## src/shared/cwu_defines.vh

```
// register map, field positions and reset values of the complementary wave unit
`ifndef CWU_DEFINES_VH
`define CWU_DEFINES_VH

// ------------------------------------------------------------
// register offsets
// ------------------------------------------------------------
`define CWU_ADDR_W           12
`define CWU_OFS_CLK_SEL      12'hF3B
`define CWU_OFS_IN_SEL       12'hF3C
`define CWU_OFS_RISE_GAP     12'hF3D
`define CWU_OFS_FALL_GAP     12'hF3E
`define CWU_OFS_CTRL0        12'hF3F
`define CWU_OFS_CTRL1        12'hF40
`define CWU_OFS_TRIP_CTRL    12'hF41
`define CWU_OFS_TRIP_EN      12'hF42
`define CWU_OFS_STEER        12'hF43

// ------------------------------------------------------------
// field positions
// ------------------------------------------------------------
`define CWU_CTRL0_EN         7
`define CWU_CTRL0_LD         6
`define CWU_CTRL1_IN         5
`define CWU_TRIP_SHUT        7
`define CWU_TRIP_REN         6
`define CWU_GAP_W            6

// ------------------------------------------------------------
// mode codes
// ------------------------------------------------------------
`define CWU_MODE_STEER_ASYNC 3'h0
`define CWU_MODE_STEER_SYNC  3'h1
`define CWU_MODE_FWD_BRIDGE  3'h2
`define CWU_MODE_REV_BRIDGE  3'h3
`define CWU_MODE_HALF_BRIDGE 3'h4
`define CWU_MODE_PUSH_PULL   3'h5

// ------------------------------------------------------------
// override level codes
// ------------------------------------------------------------
`define CWU_LVL_HIGH         2'h3
`define CWU_LVL_LOW          2'h2
`define CWU_LVL_FLOAT        2'h1
`define CWU_LVL_INACTIVE     2'h0

// ------------------------------------------------------------
// reset values and trip polarity
// ------------------------------------------------------------
`define CWU_RST_TRIP_CTRL    8'h14
`define CWU_TRIP_ACT_LOW     6'h31
`define CWU_IDLE_WINDOW      8'hFF

`endif
```

## src/rtl/complementary_wave_unit.v

```verilog
// control, start-up and fault shutdown logic of the complementary wave unit
//
// The strobed register port was chosen for this implementation.
`timescale 1ns/1ps
`include "cwu_defines.vh"
//
// Overview of operation
// - entering shutdown, by software or trip, pulses the wave interrupt flag
// - restart waits until every enabled trip source is inactive or disabled
// - without auto-restart software clears shutdown; output resumes at next data rise
// - software clear of shutdown is ignored while an enabled trip is active
// - with auto-restart hardware clears shutdown once trips vanish; resume at data rise
// - keeps running in sleep; fast oscillator held on when enabled, active, selected
// - enabling the unit enters shutdown; override levels must be set beforehand
// - after enable output starts by auto-restart or by software clearing shutdown
// - control zero bit 7 enables the unit, read/write, resets to 0
// - reload request loads gap buffers at rise after first fall, then self-clears
// - reload request cannot be set in the same write that sets enable
// - 3-bit mode selects steering, bridge, half-bridge or push-pull operation
// - control one bit 5 reads the present data input level, writes ignored
// - polarity bits 3:0 invert their output when 1, reset to 0
// - clock select bit 0 picks the fast oscillator when 1, system clock when 0
// - input select bits 2:0 choose one of eight data sources
// - override fields: 11 high, 10 low, 01 float, 00 inactive level after gap
// - trip sources are level sensed; shutdown persists while an enabled one is active
// - six trip source enables gate their sources into the trip logic

module complementary_wave_unit (
  // clock and reset
  input  wire                   clk_sys,
  input  wire                   arst_n,
  // register port
  input  wire [`CWU_ADDR_W-1:0] regAddr,
  input  wire [7:0]             regWrData,
  input  wire                   regWrStb,
  input  wire                   regRdStb,
  output reg  [7:0]             regRdData,
  // sources from outside this clock domain
  input  wire [7:0]             dataSrc,
  input  wire [5:0]             tripSrc,
  // wave outputs
  output wire                   outA,
  output wire                   outB,
  output wire                   outC,
  output wire                   outD,
  output wire                   outEnA,
  output wire                   outEnB,
  output wire                   outEnC,
  output wire                   outEnD,
  // system hooks
  output reg                    waveIrqFlag,
  output wire                   fastOscSelect,
  output wire                   fastOscKeepAwake
);

  // ------------------------------------------------------------
  // reset release
  // ------------------------------------------------------------
  reg rstMeta_q;
  reg rstN_q;
  always @(posedge clk_sys or negedge arst_n) begin
    if (!arst_n) begin
      rstMeta_q <= 1'b0;
      rstN_q    <= 1'b0;
    end else begin
      rstMeta_q <= 1'b1;
      rstN_q    <= rstMeta_q;
    end
  end

  // ------------------------------------------------------------
  // registers
  // ------------------------------------------------------------
  reg                 clkSel_q;
  reg [2:0]           dataSel_q;
  reg [`CWU_GAP_W-1:0] riseGap_q;
  reg [`CWU_GAP_W-1:0] fallGap_q;
  reg                 enable_q;
  reg                 reload_q;
  reg [2:0]           mode_q;
  reg [3:0]           invert_q;
  reg                 shutdown_q;
  reg                 autoRestart_q;
  reg [1:0]           bdLevel_q;
  reg [1:0]           acLevel_q;
  reg [5:0]           tripEn_q;
  reg [3:0]           steerEn_q;
  reg [3:0]           steerLvl_q;
  reg [3:0]           steerEnLive_q;
  reg [3:0]           steerLvlLive_q;
  reg [`CWU_GAP_W-1:0] riseBuf_q;
  reg [`CWU_GAP_W-1:0] fallBuf_q;
  reg                 reloadArmed_q;
  reg                 holdOverride_q;
  localparam [7:0]    TRIP_RST = `CWU_RST_TRIP_CTRL;

  // ------------------------------------------------------------
  // input synchronisers
  // ------------------------------------------------------------
  reg [7:0] dataMeta_q;
  reg [7:0] dataSync_q;
  reg [5:0] tripMeta_q;
  reg [5:0] tripSync_q;
  reg       dataPrev_q;
  wire      dataIn = dataSync_q[dataSel_q];
  always @(posedge clk_sys or negedge rstN_q) begin
    if (!rstN_q) begin
      dataMeta_q <= 8'h00;
      dataSync_q <= 8'h00;
      tripMeta_q <= 6'h00;
      tripSync_q <= 6'h00;
      dataPrev_q <= 1'b0;
    end else begin
      dataMeta_q <= dataSrc;
      dataSync_q <= dataMeta_q;
      tripMeta_q <= tripSrc;
      tripSync_q <= tripMeta_q;
      dataPrev_q <= dataIn;
    end
  end

  wire dataRise = dataIn & ~dataPrev_q;
  wire dataFall = ~dataIn & dataPrev_q;
  // active-low sources are folded to active-high before the enable gate
  wire [5:0] tripLevel = tripSync_q ^ `CWU_TRIP_ACT_LOW;
  wire       tripActive = |(tripLevel & tripEn_q);

  // ------------------------------------------------------------
  // register writes and shutdown state
  // ------------------------------------------------------------
  wire wrCtrl0 = regWrStb && (regAddr == `CWU_OFS_CTRL0);
  wire wrTrip  = regWrStb && (regAddr == `CWU_OFS_TRIP_CTRL);
  wire enRise  = wrCtrl0 && regWrData[`CWU_CTRL0_EN] && !enable_q;
  wire swSetShut = wrTrip && regWrData[`CWU_TRIP_SHUT];
  wire swClrShut = wrTrip && !regWrData[`CWU_TRIP_SHUT] && !tripActive;
  wire hwClrShut = autoRestart_q && !tripActive;
  // any set source wins over a clear in the same cycle
  wire shutSet  = enRise || swSetShut || (tripActive && enable_q);
  wire shutNext = shutSet | (shutdown_q & ~(swClrShut | hwClrShut));
  wire reloadFire = reloadArmed_q && dataRise;

  always @(posedge clk_sys or negedge rstN_q) begin
    if (!rstN_q) begin
      clkSel_q      <= 1'b0;
      dataSel_q     <= 3'h0;
      riseGap_q     <= 6'h00;
      fallGap_q     <= 6'h00;
      enable_q      <= 1'b0;
      reload_q      <= 1'b0;
      mode_q        <= 3'h0;
      invert_q      <= 4'h0;
      shutdown_q    <= 1'b0;
      autoRestart_q <= 1'b0;
      bdLevel_q     <= TRIP_RST[5:4];
      acLevel_q     <= TRIP_RST[3:2];
      tripEn_q      <= 6'h00;
      steerEn_q     <= 4'h0;
      steerLvl_q    <= 4'h0;
      waveIrqFlag   <= 1'b0;
    end else begin
      shutdown_q  <= shutNext;
      waveIrqFlag <= shutNext & ~shutdown_q;
      if (reloadFire) begin
        reload_q <= 1'b0;
      end
      if (regWrStb) begin
        case (regAddr)
          `CWU_OFS_CLK_SEL:  clkSel_q  <= regWrData[0];
          `CWU_OFS_IN_SEL:   dataSel_q <= regWrData[2:0];
          `CWU_OFS_RISE_GAP: riseGap_q <= regWrData[5:0];
          `CWU_OFS_FALL_GAP: fallGap_q <= regWrData[5:0];
          `CWU_OFS_CTRL0: begin
            enable_q <= regWrData[`CWU_CTRL0_EN];
            mode_q   <= regWrData[2:0];
            // set needs enable already on; a pending request survives a 0 write
            if (regWrData[`CWU_CTRL0_LD] && enable_q && regWrData[`CWU_CTRL0_EN]) begin
              reload_q <= 1'b1;
            end
          end
          `CWU_OFS_CTRL1:     invert_q <= regWrData[3:0];
          `CWU_OFS_TRIP_CTRL: begin
            autoRestart_q <= regWrData[`CWU_TRIP_REN];
            bdLevel_q     <= regWrData[5:4];
            acLevel_q     <= regWrData[3:2];
          end
          `CWU_OFS_TRIP_EN: tripEn_q <= regWrData[5:0];
          `CWU_OFS_STEER: begin
            steerLvl_q <= regWrData[7:4];
            steerEn_q  <= regWrData[3:0];
          end
          default: ;
        endcase
      end
    end
  end

  // ------------------------------------------------------------
  // gap buffers, reload sequencing, restart hold
  // ------------------------------------------------------------
  always @(posedge clk_sys or negedge rstN_q) begin
    if (!rstN_q) begin
      riseBuf_q      <= 6'h00;
      fallBuf_q      <= 6'h00;
      reloadArmed_q  <= 1'b0;
      holdOverride_q <= 1'b0;
      steerEnLive_q  <= 4'h0;
      steerLvlLive_q <= 4'h0;
    end else begin
      if (!enable_q) begin
        riseBuf_q     <= riseGap_q;
        fallBuf_q     <= fallGap_q;
        reloadArmed_q <= 1'b0;
      end else if (reloadFire) begin
        riseBuf_q     <= riseGap_q;
        fallBuf_q     <= fallGap_q;
        reloadArmed_q <= 1'b0;
      end else if (reload_q && dataFall) begin
        reloadArmed_q <= 1'b1;
      end
      // override stays until the first data rise after shutdown clears
      if (shutdown_q) begin
        holdOverride_q <= 1'b1;
      end else if (dataRise) begin
        holdOverride_q <= 1'b0;
      end
      if (mode_q != `CWU_MODE_STEER_SYNC || dataRise) begin
        steerEnLive_q  <= steerEn_q;
        steerLvlLive_q <= steerLvl_q;
      end
    end
  end

  // ------------------------------------------------------------
  // dead-band timing for half-bridge
  // ------------------------------------------------------------
  reg [`CWU_GAP_W-1:0] riseCnt_q;
  reg [`CWU_GAP_W-1:0] fallCnt_q;
  reg                  riseDone_q;
  reg                  fallDone_q;
  reg                  pushSel_q;
  always @(posedge clk_sys or negedge rstN_q) begin
    if (!rstN_q) begin
      riseCnt_q  <= 6'h00;
      fallCnt_q  <= 6'h00;
      riseDone_q <= 1'b0;
      fallDone_q <= 1'b0;
      pushSel_q  <= 1'b0;
    end else begin
      // a pulse shorter than its gap never reaches the output
      if (!dataIn) begin
        riseCnt_q  <= 6'h00;
        riseDone_q <= 1'b0;
      end else if (!riseDone_q) begin
        if (riseCnt_q >= riseBuf_q) riseDone_q <= 1'b1;
        else riseCnt_q <= riseCnt_q + 6'h01;
      end
      if (dataIn) begin
        fallCnt_q  <= 6'h00;
        fallDone_q <= 1'b0;
      end else if (!fallDone_q) begin
        if (fallCnt_q >= fallBuf_q) fallDone_q <= 1'b1;
        else fallCnt_q <= fallCnt_q + 6'h01;
      end
      if (dataRise) begin
        pushSel_q <= ~pushSel_q;
      end
    end
  end

  // ------------------------------------------------------------
  // output mode and override
  // ------------------------------------------------------------
  reg [3:0] waveRaw;
  always @* begin
    waveRaw = 4'h0;
    case (mode_q)
      `CWU_MODE_STEER_ASYNC, `CWU_MODE_STEER_SYNC: begin
        waveRaw = (steerEnLive_q & {4{dataIn}}) | (~steerEnLive_q & steerLvlLive_q);
      end
      `CWU_MODE_FWD_BRIDGE: waveRaw = {dataIn, 1'b0, 1'b0, 1'b1};
      `CWU_MODE_REV_BRIDGE: waveRaw = {1'b0, 1'b1, dataIn, 1'b0};
      `CWU_MODE_HALF_BRIDGE: waveRaw = {fallDone_q, riseDone_q, fallDone_q, riseDone_q};
      `CWU_MODE_PUSH_PULL: begin
        waveRaw = {1'b0, 1'b0, dataIn & ~pushSel_q, dataIn & pushSel_q};
      end
      default: waveRaw = 4'h0;
    endcase
  end

  // steering levels are literal; polarity applies to the waveform only
  wire [3:0] steerMask = (mode_q[2:1] == 2'b00) ? ~steerEnLive_q : 4'h0;
  wire [3:0] waveLive  = waveRaw ^ (invert_q & ~steerMask);
  wire       overrideOn = shutdown_q | holdOverride_q;
  // a gap is still running on the present data level
  wire       gapRun     = dataIn ? ~riseDone_q : ~fallDone_q;

  reg [3:0] outNext;
  reg [3:0] outEnNext;
  reg [1:0] lvl;
  integer   i;
  always @* begin
    outNext   = 4'h0;
    outEnNext = 4'h0;
    lvl       = 2'h0;
    for (i = 0; i < 4; i = i + 1) begin
      lvl = i[0] ? bdLevel_q : acLevel_q;
      if (overrideOn) begin
        outEnNext[i] = (lvl != `CWU_LVL_FLOAT);
        case (lvl)
          `CWU_LVL_HIGH:     outNext[i] = 1'b1;
          `CWU_LVL_LOW:      outNext[i] = 1'b0;
          `CWU_LVL_FLOAT:    outNext[i] = 1'b0;
          // an active output holds until the running gap ends, then goes inactive
          default: outNext[i] = invert_q[i] ^ (waveRaw[i] & gapRun);
        endcase
      end else if (enable_q) begin
        outEnNext[i] = 1'b1;
        outNext[i]   = waveLive[i];
      end
    end
  end

  reg [3:0] out_q;
  reg [3:0] outEn_q;
  always @(posedge clk_sys or negedge rstN_q) begin
    if (!rstN_q) begin
      out_q   <= 4'h0;
      outEn_q <= 4'h0;
    end else begin
      out_q   <= outNext;
      outEn_q <= outEnNext;
    end
  end
  assign outA   = out_q[0];
  assign outB   = out_q[1];
  assign outC   = out_q[2];
  assign outD   = out_q[3];
  assign outEnA = outEn_q[0];
  assign outEnB = outEn_q[1];
  assign outEnC = outEn_q[2];
  assign outEnD = outEn_q[3];

  // ------------------------------------------------------------
  // sleep keep-alive
  // ------------------------------------------------------------
  reg [7:0] idleCnt_q;
  always @(posedge clk_sys or negedge rstN_q) begin
    if (!rstN_q) idleCnt_q <= `CWU_IDLE_WINDOW;
    else if (dataRise | dataFall) idleCnt_q <= 8'h00;
    else if (idleCnt_q != `CWU_IDLE_WINDOW) idleCnt_q <= idleCnt_q + 8'h01;
  end
  assign fastOscSelect    = clkSel_q;
  assign fastOscKeepAwake = enable_q & clkSel_q & (idleCnt_q != `CWU_IDLE_WINDOW);

  // ------------------------------------------------------------
  // register read
  // ------------------------------------------------------------
  always @(posedge clk_sys or negedge rstN_q) begin
    if (!rstN_q) begin
      regRdData <= 8'h00;
    end else if (regRdStb) begin
      case (regAddr)
        `CWU_OFS_CLK_SEL:   regRdData <= {7'h00, clkSel_q};
        `CWU_OFS_IN_SEL:    regRdData <= {5'h00, dataSel_q};
        `CWU_OFS_RISE_GAP:  regRdData <= {2'h0, riseGap_q};
        `CWU_OFS_FALL_GAP:  regRdData <= {2'h0, fallGap_q};
        `CWU_OFS_CTRL0:     regRdData <= {enable_q, reload_q, 3'h0, mode_q};
        `CWU_OFS_CTRL1:     regRdData <= {2'h0, dataIn, 1'b0, invert_q};
        `CWU_OFS_TRIP_CTRL: regRdData <= {shutdown_q, autoRestart_q, bdLevel_q, acLevel_q, 2'h0};
        `CWU_OFS_TRIP_EN:   regRdData <= {2'h0, tripEn_q};
        `CWU_OFS_STEER:     regRdData <= {steerLvl_q, steerEn_q};
        default:            regRdData <= 8'h00;
      endcase
    end
  end

endmodule // complementary_wave_unit

```

## config.mk

```make
export PLATFORM = sky130hd
export DESIGN_NAME = complementary_wave_unit
export DESIGN_NICKNAME = d
export VERILOG_FILES = /design/src/rtl/complementary_wave_unit.v
export VERILOG_INCLUDE_DIRS = /design/src /design/src/shared
export SDC_FILE = /design/constraint.sdc
export NUM_CORES = 1
export LEC_CHECK = 0
export BUFFER_PORTS_ARGS = -buffer_cell sky130_fd_sc_hd__buf_2
export CAP_MARGIN = 20
export CORE_ASPECT_RATIO = 1.1
export CORE_MARGIN = 4
export CORE_UTILIZATION = 60
export DETAILED_ROUTE_END_ITERATION = 8
export PLACE_DENSITY = 0.86
export SYNTH_ARGS = -nofsm -noshare
export SYNTH_HDL_FRONTEND = slang
export SYNTH_SLANG_ARGS = --single-unit
```

## constraint.sdc

```tcl
create_clock -name clk_sys -period 10 [get_ports clk_sys]
set_input_delay 2 -clock clk_sys [delete_from_list [all_inputs] [get_ports clk_sys]]
set_output_delay 2 -clock clk_sys [all_outputs]
set_load 0.02 [all_outputs]
```

==> After elaboration in Yosys (flattened, before gate mapping) <==
Index checks and enable logic that the tools add are counted.
{ "word_totals": {"reg_bits": 138, "latch_bits": 0, "ram_bits": 0, "rom_bits": 0, "elab_cells": 196, "memories": 0} }
{ "op_classes": {"addsub": 3, "mul": 0, "div": 0, "order_cmp": 3, "n_eq_ne": 30, "shift": 0, "mux": 48, "n_bitwise": 36, "n_reduce_logical": 38} }
{ "op_table": {"columns": ["cell", "count"], "rows": [
  ["equality test 12 bit, second input constant", 9],
  ["case mux 8 bit (9 select lines)", 1],
  ["2-to-1 mux 6 bit", 10],
  ["2-to-1 mux 1 bit", 28],
  ["AND reduction 2 bit", 11],
  ["case mux 4 bit (5 select lines)", 1],
  ["2-to-1 mux 8 bit", 2],
  ["logical AND 1 bit", 13],
  ["adder 6 x 1 -> 6 bit, second input constant", 2],
  ["AND 1 bit", 12],
  ["AND 4 bit", 3],
  [">= comparator 6 bit", 2],
  ["adder 8 x 1 -> 8 bit, second input constant", 1],
  ["equality test 2 bit, second input constant", 4],
  ["inequality test 2 bit, second input constant", 4],
  ["inequality test 8 bit, second input constant", 1],
  ["inverter 4 bit", 2],
  ["case mux 1 bit (2 select lines)", 4],
  ["inverter 1 bit", 7],
  ["AND 6 bit", 1],
  ["equality test 3 x 2 -> 1 bit, second input constant", 2],
  ["equality test 3 bit, second input constant", 2],
  ["inequality test 2 x 1 -> 1 bit, second input constant", 3],
  ["inequality test 3 x 1 -> 1 bit, second input constant", 2],
  ["other kinds (17)", 31]
]} }

==> Depth between registers and ports, before layout <==
{ "logic_depth": {"depth_word": 10, "mapped_depth": 9} }

==> Least setup slack after synthesis <==
No wires, ideal clock.
{ "synth_path": {"path_type": "input to register", "from": "in regAddr[3]", "to": "reg steerEn_q[0]", "setup_ps": 125, "arrival_ps": 3485, "slack_ps": 6390, "cell_stages": 6, "n_path_buf": 1, "path_cell_list": "nor4_1 and3b_1 buf_2 nand2_1 nor2_1 mux2_2"} }
{ "synth_via": {"elab_chain_cells": 2} }
{ "synth_lines": {"columns": ["item", "line_no", "text"], "rows": [
  ["start, declared", "complementary_wave_unit.v:33", "input wire [`CWU_ADDR_W-1:0] regAddr,"],
  ["equality test 12 bit", "complementary_wave_unit.v:167", "case (regAddr)"],
  ["AND reduction 2 bit (no line)", null, null],
  ["end signal, assigned", "complementary_wave_unit.v:189", "steerEn_q <= regWrData[3:0];"],
  ["end, declared", "complementary_wave_unit.v:87", "reg [3:0] steerEn_q;"]
]} }
Every way passes these cells.
A chain may end at the register's enable or synchronous reset.

==> Final worst setup path <==
{ "layout_path": {"from": "reg idleCnt_q[0]", "to": "out fastOscKeepAwake"} }
{ "layout_via": {"elab_chain_cells": 2} }
{ "layout_lines": {"columns": ["item", "line_no", "text"], "rows": [
  ["start, declared", "complementary_wave_unit.v:346", "reg [7:0] idleCnt_q;"],
  ["start signal, assigned", "complementary_wave_unit.v:348", "if (!rstN_q) idleCnt_q <= `CWU_IDLE_WINDOW;"],
  ["start signal, assigned", "complementary_wave_unit.v:350", "else if (idleCnt_q != `CWU_IDLE_WINDOW) idleCnt_q <= idleCnt_q + 8'h01;"],
  ["inequality test 8 bit (no line)", null, null],
  ["AND 1 bit", "complementary_wave_unit.v:353", "assign fastOscKeepAwake = enable_q & clkSel_q & (idleCnt_q != `CWU_IDLE_WINDOW);"],
  ["end, declared", "complementary_wave_unit.v:53", "output wire fastOscKeepAwake"]
]} }
Every way passes these cells.

==> report_table.html <==
<table>
<tr><th>Metric</th><th>Value</th></tr>
<tr><th colspan="2">Route</th></tr>
<tr><td>Number of iterations in the first detailed-routing pass</td><td>5</td></tr>
<tr><td>Final routed DRC violation total</td><td>0</td></tr>
<tr><td>Via count</td><td>about 4,600</td></tr>
<tr><td>Routed WL</td><td>between 10,000 and 15,000 µm</td></tr>
<tr><td>Residual antenna-violating net count after detailed routing</td><td>0</td></tr>
<tr><td>Drt wl/cell</td><td>19.5 µm</td></tr>
<tr><td>Number of DRC markers after the initial detailed-route iteration</td><td>between 400 and 500</td></tr>
<tr><td>Vias per Instance</td><td>about 6</td></tr>
<tr><th colspan="2">Finish</th></tr>
<tr><td>Fin nets</td><td>roughly 660</td></tr>
<tr><td>Area delta synth-&gt;final</td><td>15.0%</td></tr>
<tr><td>Filler cell count in the final layout</td><td>around 720</td></tr>
<tr><td>Ratio of cells with drive above 1 in the final layout</td><td>28.2%</td></tr>
<tr><td>Area occupied by multi-input gates</td><td>around 2700 µm²</td></tr>
<tr><td>Sequential cell area</td><td>between 3000 and 4000 µm²</td></tr>
<tr><td>Final instance area</td><td>between 7000 and 8000 µm²</td></tr>
<tr><th colspan="2">Clock tree</th></tr>
<tr><td>Number of gates resized after cts</td><td>0</td></tr>
<tr><td>Post-CTS repair timing setup buffer count</td><td>0</td></tr>
<tr><td>Root Buffer</td><td>sky130_fd_sc_hd__clkbuf_16</td></tr>
<tr><td>Clk_lat worst skew</td><td>about 0.4 ns</td></tr>
<tr><td>Cts-stage hold buffer count</td><td>0</td></tr>
<tr><td>Clock Sink Count</td><td>roughly 140</td></tr>
<tr><td>Inserted Clock Buffers</td><td>17</td></tr>
<tr><td>Number of H-tree branching levels</td><td>4</td></tr>
<tr><td>Clock slew seen by the registers of the worst setup and hold paths</td><td>about 0.050 ns</td></tr>
<tr><td>Clock Tree Buf Depth</td><td>2</td></tr>
<tr><td>Clock tree from TritonCTS</td><td>built</td></tr>
<tr><th colspan="2">Yosys</th></tr>
<tr><td>Top-count cell post-synth</td><td>sky130_fd_sc_hd__dfrtp_1</td></tr>
<tr><td>Ys flop type</td><td>sky130_fd_sc_hd__dfrtp_1</td></tr>
<tr><td>Fraction of registers with async set/reset</td><td>between 90% and 100%</td></tr>
<tr><td>Unique cell type count in the Yosys netlist</td><td>62</td></tr>
<tr><td>Multiplexer share of the synthesized area</td><td>around 15%</td></tr>
<tr><td>Total of flip-flops plus latches after synthesis</td><td>around 140</td></tr>
<tr><td>Number of flops mapped to enable cells by yosys</td><td>0</td></tr>
<tr><td>Mapped Cells</td><td>between 500 and 600</td></tr>
<tr><td>Post-synth top cells</td><td>sky130_fd_sc_hd__dfrtp_1, sky130_fd_sc_hd__mux2_2, sky130_fd_sc_hd__nand2_1, sky130_fd_sc_hd__nor2_1, sky130_fd_sc_hd__a21oi_1</td></tr>
<tr><td>Top cell type by total area after synthesis</td><td>sky130_fd_sc_hd__dfrtp_1</td></tr>
<tr><td>Area fraction in compound gates after synthesis</td><td>a little under an eighth</td></tr>
<tr><td>Parity-gate share of the synthesized area counting xor and xnor cells</td><td>approximately 1.3%</td></tr>
<tr><td>Netlist area before placement</td><td>between 6000 and 7000 µm²</td></tr>
<tr><td>Area fraction of the dominant cell type after synthesis</td><td>between 50% and 60%</td></tr>
<tr><td>Synthesized-area fraction occupied by and/or/nand/nor cells</td><td>roughly an eighth</td></tr>
<tr><td>Post-synthesis area per instance</td><td>between 10 and 15 µm²</td></tr>
<tr><td>Largest family of logic cells by synthesized area</td><td>multiplexers</td></tr>
<tr><td>Synth warn</td><td>0</td></tr>
<tr><td>Post-synthesis sequential area ratio</td><td>a little over half</td></tr>
<tr><td>Synth area leaders</td><td>sky130_fd_sc_hd__dfrtp_1, sky130_fd_sc_hd__mux2_2, sky130_fd_sc_hd__dfstp_2</td></tr>
<tr><td>Adder and majority cell fraction of the synthesized area</td><td>3.37%</td></tr>
<tr><td>Syn nets</td><td>597</td></tr>
<tr><th colspan="2">STA</th></tr>
<tr><td>PnR worst setup slack</td><td>5.64 ns</td></tr>
<tr><td>Slew margin rel.</td><td>between 40 and 50%</td></tr>
<tr><td>Transition time at the pin with the least slew margin</td><td>0.838 ns</td></tr>
<tr><td>Final Hold Slack</td><td>~0.35 ns</td></tr>
<tr><td>Setup violations, final</td><td>0</td></tr>
<tr><td>Final-report hold violation count</td><td>0</td></tr>
<tr><td>Unrepaired setup endpoints after global routing</td><td>no</td></tr>
<tr><td>Final Max Slew Viols</td><td>0</td></tr>
<tr><td>Total negative slack for setup checks</td><td>0 ns</td></tr>
<tr><td>Final worst path period need</td><td>between 4 and 5 ns</td></tr>
<tr><td>Worst clock skew</td><td>between 0.005 and 0.006 ns</td></tr>
<tr><td>Post-route clock period utilization</td><td>43.6%</td></tr>
<tr><td>Fmax</td><td>around 0.23 GHz</td></tr>
<tr><th colspan="2">Min path</th></tr>
<tr><td>Classification of the worst-slack hold path</td><td>reg -&gt; reg</td></tr>
<tr><td>Hold Path Depth</td><td>0</td></tr>
<tr><th colspan="2">Critical path</th></tr>
<tr><td>Worst Path Max Fanout</td><td>7</td></tr>
<tr><td>Crit-path max cell delay</td><td>~0.56 ns</td></tr>
<tr><td>Crit-path cells</td><td>ha_1, and3_1, and3_1, nand3_1, and3_1, buf_2</td></tr>
<tr><td>Top delay family on crit path</td><td>simple AND/OR/NAND/NOR gates</td></tr>
<tr><td>Cell with the largest stage delay on the worst path</td><td>sky130_fd_sc_hd__dfstp_2</td></tr>
<tr><td>Combined buffer and inverter count along the critical path</td><td>1</td></tr>
<tr><td>WP data required</td><td>8.00 ns</td></tr>
<tr><td>Data arrival time of the critical path</td><td>~2.4 ns</td></tr>
<tr><td>Most frequent CP cell</td><td>sky130_fd_sc_hd__and3_1</td></tr>
<tr><td>Start-to-end type of the worst setup path</td><td>reg -&gt; out</td></tr>
<tr><td>Worst path depth</td><td>6</td></tr>
<tr><td>Crit end category</td><td>primary output</td></tr>
<tr><td>Cell count of the worst reg-to-reg path</td><td>7</td></tr>
<tr><td>Category of the worst setup path launch point</td><td>register</td></tr>
<tr><th colspan="2">Placement</th></tr>
<tr><td>Detailed Place HPWL</td><td>approximately 9800 µm</td></tr>
<tr><td>I/O Buffers</td><td>56</td></tr>
<tr><td>Global placement routability congestion</td><td>roughly 0.93</td></tr>
<tr><td>Worst slack at placement</td><td>a little under 6 ns</td></tr>
<tr><td>Post-placement cell area</td><td>about 6700 µm²</td></tr>
<tr><th colspan="2">Floorplanning</th></tr>
<tr><td>Initial cell density of the core</td><td>around 61%</td></tr>
<tr><td>Area of the placeable core</td><td>slightly above 10,000 µm²</td></tr>
<tr><td>Width of the chip</td><td>~110 µm</td></tr>
<tr><td>Vertical die dimension</td><td>between 100 and 150 µm</td></tr>
<tr><td>Number of placement rows</td><td>39</td></tr>
<tr><td>IO Pins</td><td>57</td></tr>
<tr><td>Die outline area</td><td>between 10,000 and 15,000 µm²</td></tr>
<tr><th colspan="2">Global routing</th></tr>
<tr><td>Wire length of the first global-routing pass</td><td>23,900 µm</td></tr>
<tr><td>Number of antenna violations at the first check in global routing</td><td>1</td></tr>
<tr><td>Via count of the first global-routing pass</td><td>~4,800</td></tr>
<tr><td>Largest net degree at the start of global routing</td><td>69</td></tr>
<tr><td>Global-route usage over all layers</td><td>roughly 25%</td></tr>
<tr><td>GRT Residual Overflow</td><td>0</td></tr>
<tr><th colspan="2">Status</th></tr>
<tr><td>Run status</td><td>complete, no violations</td></tr>
<tr><th colspan="2">Power</th></tr>
<tr><td>Total power</td><td>between 1 and 1.5 mW</td></tr>
<tr><td>Worst-case vdd ir drop</td><td>around 140 µV</td></tr>
<tr><td>Leak Pwr</td><td>about 3.4 nW</td></tr>
<tr><td>Areal power density over the cells</td><td>around 170 nW/µm²</td></tr>
<tr><th colspan="2">Flow run</th></tr>
<tr><td>Number of max-capacitance violations reported</td><td>0</td></tr>
</table>
==> layer usage <==
metal / vias to the layer above / wire [µm] / global-route usage [%]
li1: 2074 / - / -
met1: 2300 / 5850 / 30.8
met2: 222 / 7450 / 42.9
met3: 47 / 923 / 5.35
met4: 0 / 503 / 13.6
met5: - / 0 / 0
==> sequential cells by signal (all words and copies together) (netlist names), 6 cells and up <==
register	count
riseBuf_q	6
regRdData	8
tripEn_q	6
idleCnt_q	8
tripSync_q	6
fallBuf_q	6
dataSync_q	8
riseGap_q	6
tripMeta_q	6
fallGap_q	6
fallCnt_q	6
riseCnt_q	6
dataMeta_q	8
==> worst paths after layout <==
kind | start | to | slack [ns]
min in group asynchronous | rstN_q | tripMeta_q[2] | 0.42
max in group asynchronous | rstN_q | invert_q[0] | 8.23
max reg2reg | dataSel_q[1] | riseBuf_q[5] | 6.72
min reg2reg | tripMeta_q[3] | tripSync_q[3] | 0.35
min | tripMeta_q[3] | tripSync_q[3] | 0.35
max | idleCnt_q[0] | fastOscKeepAwake | 5.64
==> through the flow <==
step | utilization [%] | std cells
after floorplan | - | 542
after global placement | 64.8 | 724
after detailed placement | 64.8 | 724
after CTS | 70.1 | 756
after global routing | 70.1 | 757
final | 70.1 | 757
==> power breakdown <==
| part | switching, mW | internal [mW] |
|---|---|---|
| Sequential | 0.0161 | 0.570 |
| Clock | 0.221 | 0.365 |
| Combinational | 0.0476 | 0.0256 |
| Total | 0.285 | 0.961 |
==> cell usage in the layout, fill, tap and decap left out, drive strengths merged, types with 4 or more instances in the layout <==
cell type  Yosys  layout
or3b           4       4
nand2         40      40
clkbuf        14      23
a22o           6       6
and3           6       6
a32oi          4       4
buf            4      57
dfrtp        126     126
a21o           5       5
nor2          31      31
a21oi         28      28
nand2b        10      10
nand4          5       5
ha            17      17
dfstp         10      10
mux2i          9       9
nand3         16      16
inv           27      27
clkinv         0       5
o21ai         21      21
o21a           5       5
o22ai          4       4
nand3b         6       6
xor2           6       6
mux2          68      68
a31oi          8       8
nor3           7       7
==> cell type report <==
| cell class | count | area share [%] |
|---|---|---|
| flip-flops and latches | 136 | 47.1 |
| multi-input cells | 361 | 37.4 |
| clock buffers | 23 | 6.17 |
| repair buffers | 57 | 3.97 |
| well taps | 143 | 2.47 |
| clock inverters | 9 | 1.43 |
| inverters | 27 | 1.43 |
| diodes | 1 | 0.0345 |
==> cells by family after synthesis <==
kind of cell / count (synthesis)
multiplexers: 80
flip-flops: 136
AND/OR/NAND/NOR: 147
buffers and inverters: 45
XOR/XNOR: 9
other: 1
adder cells (fa/ha/maj): 17
AO/OA/AOI/OAI: 107
Power figures use the tool's default switching activity.
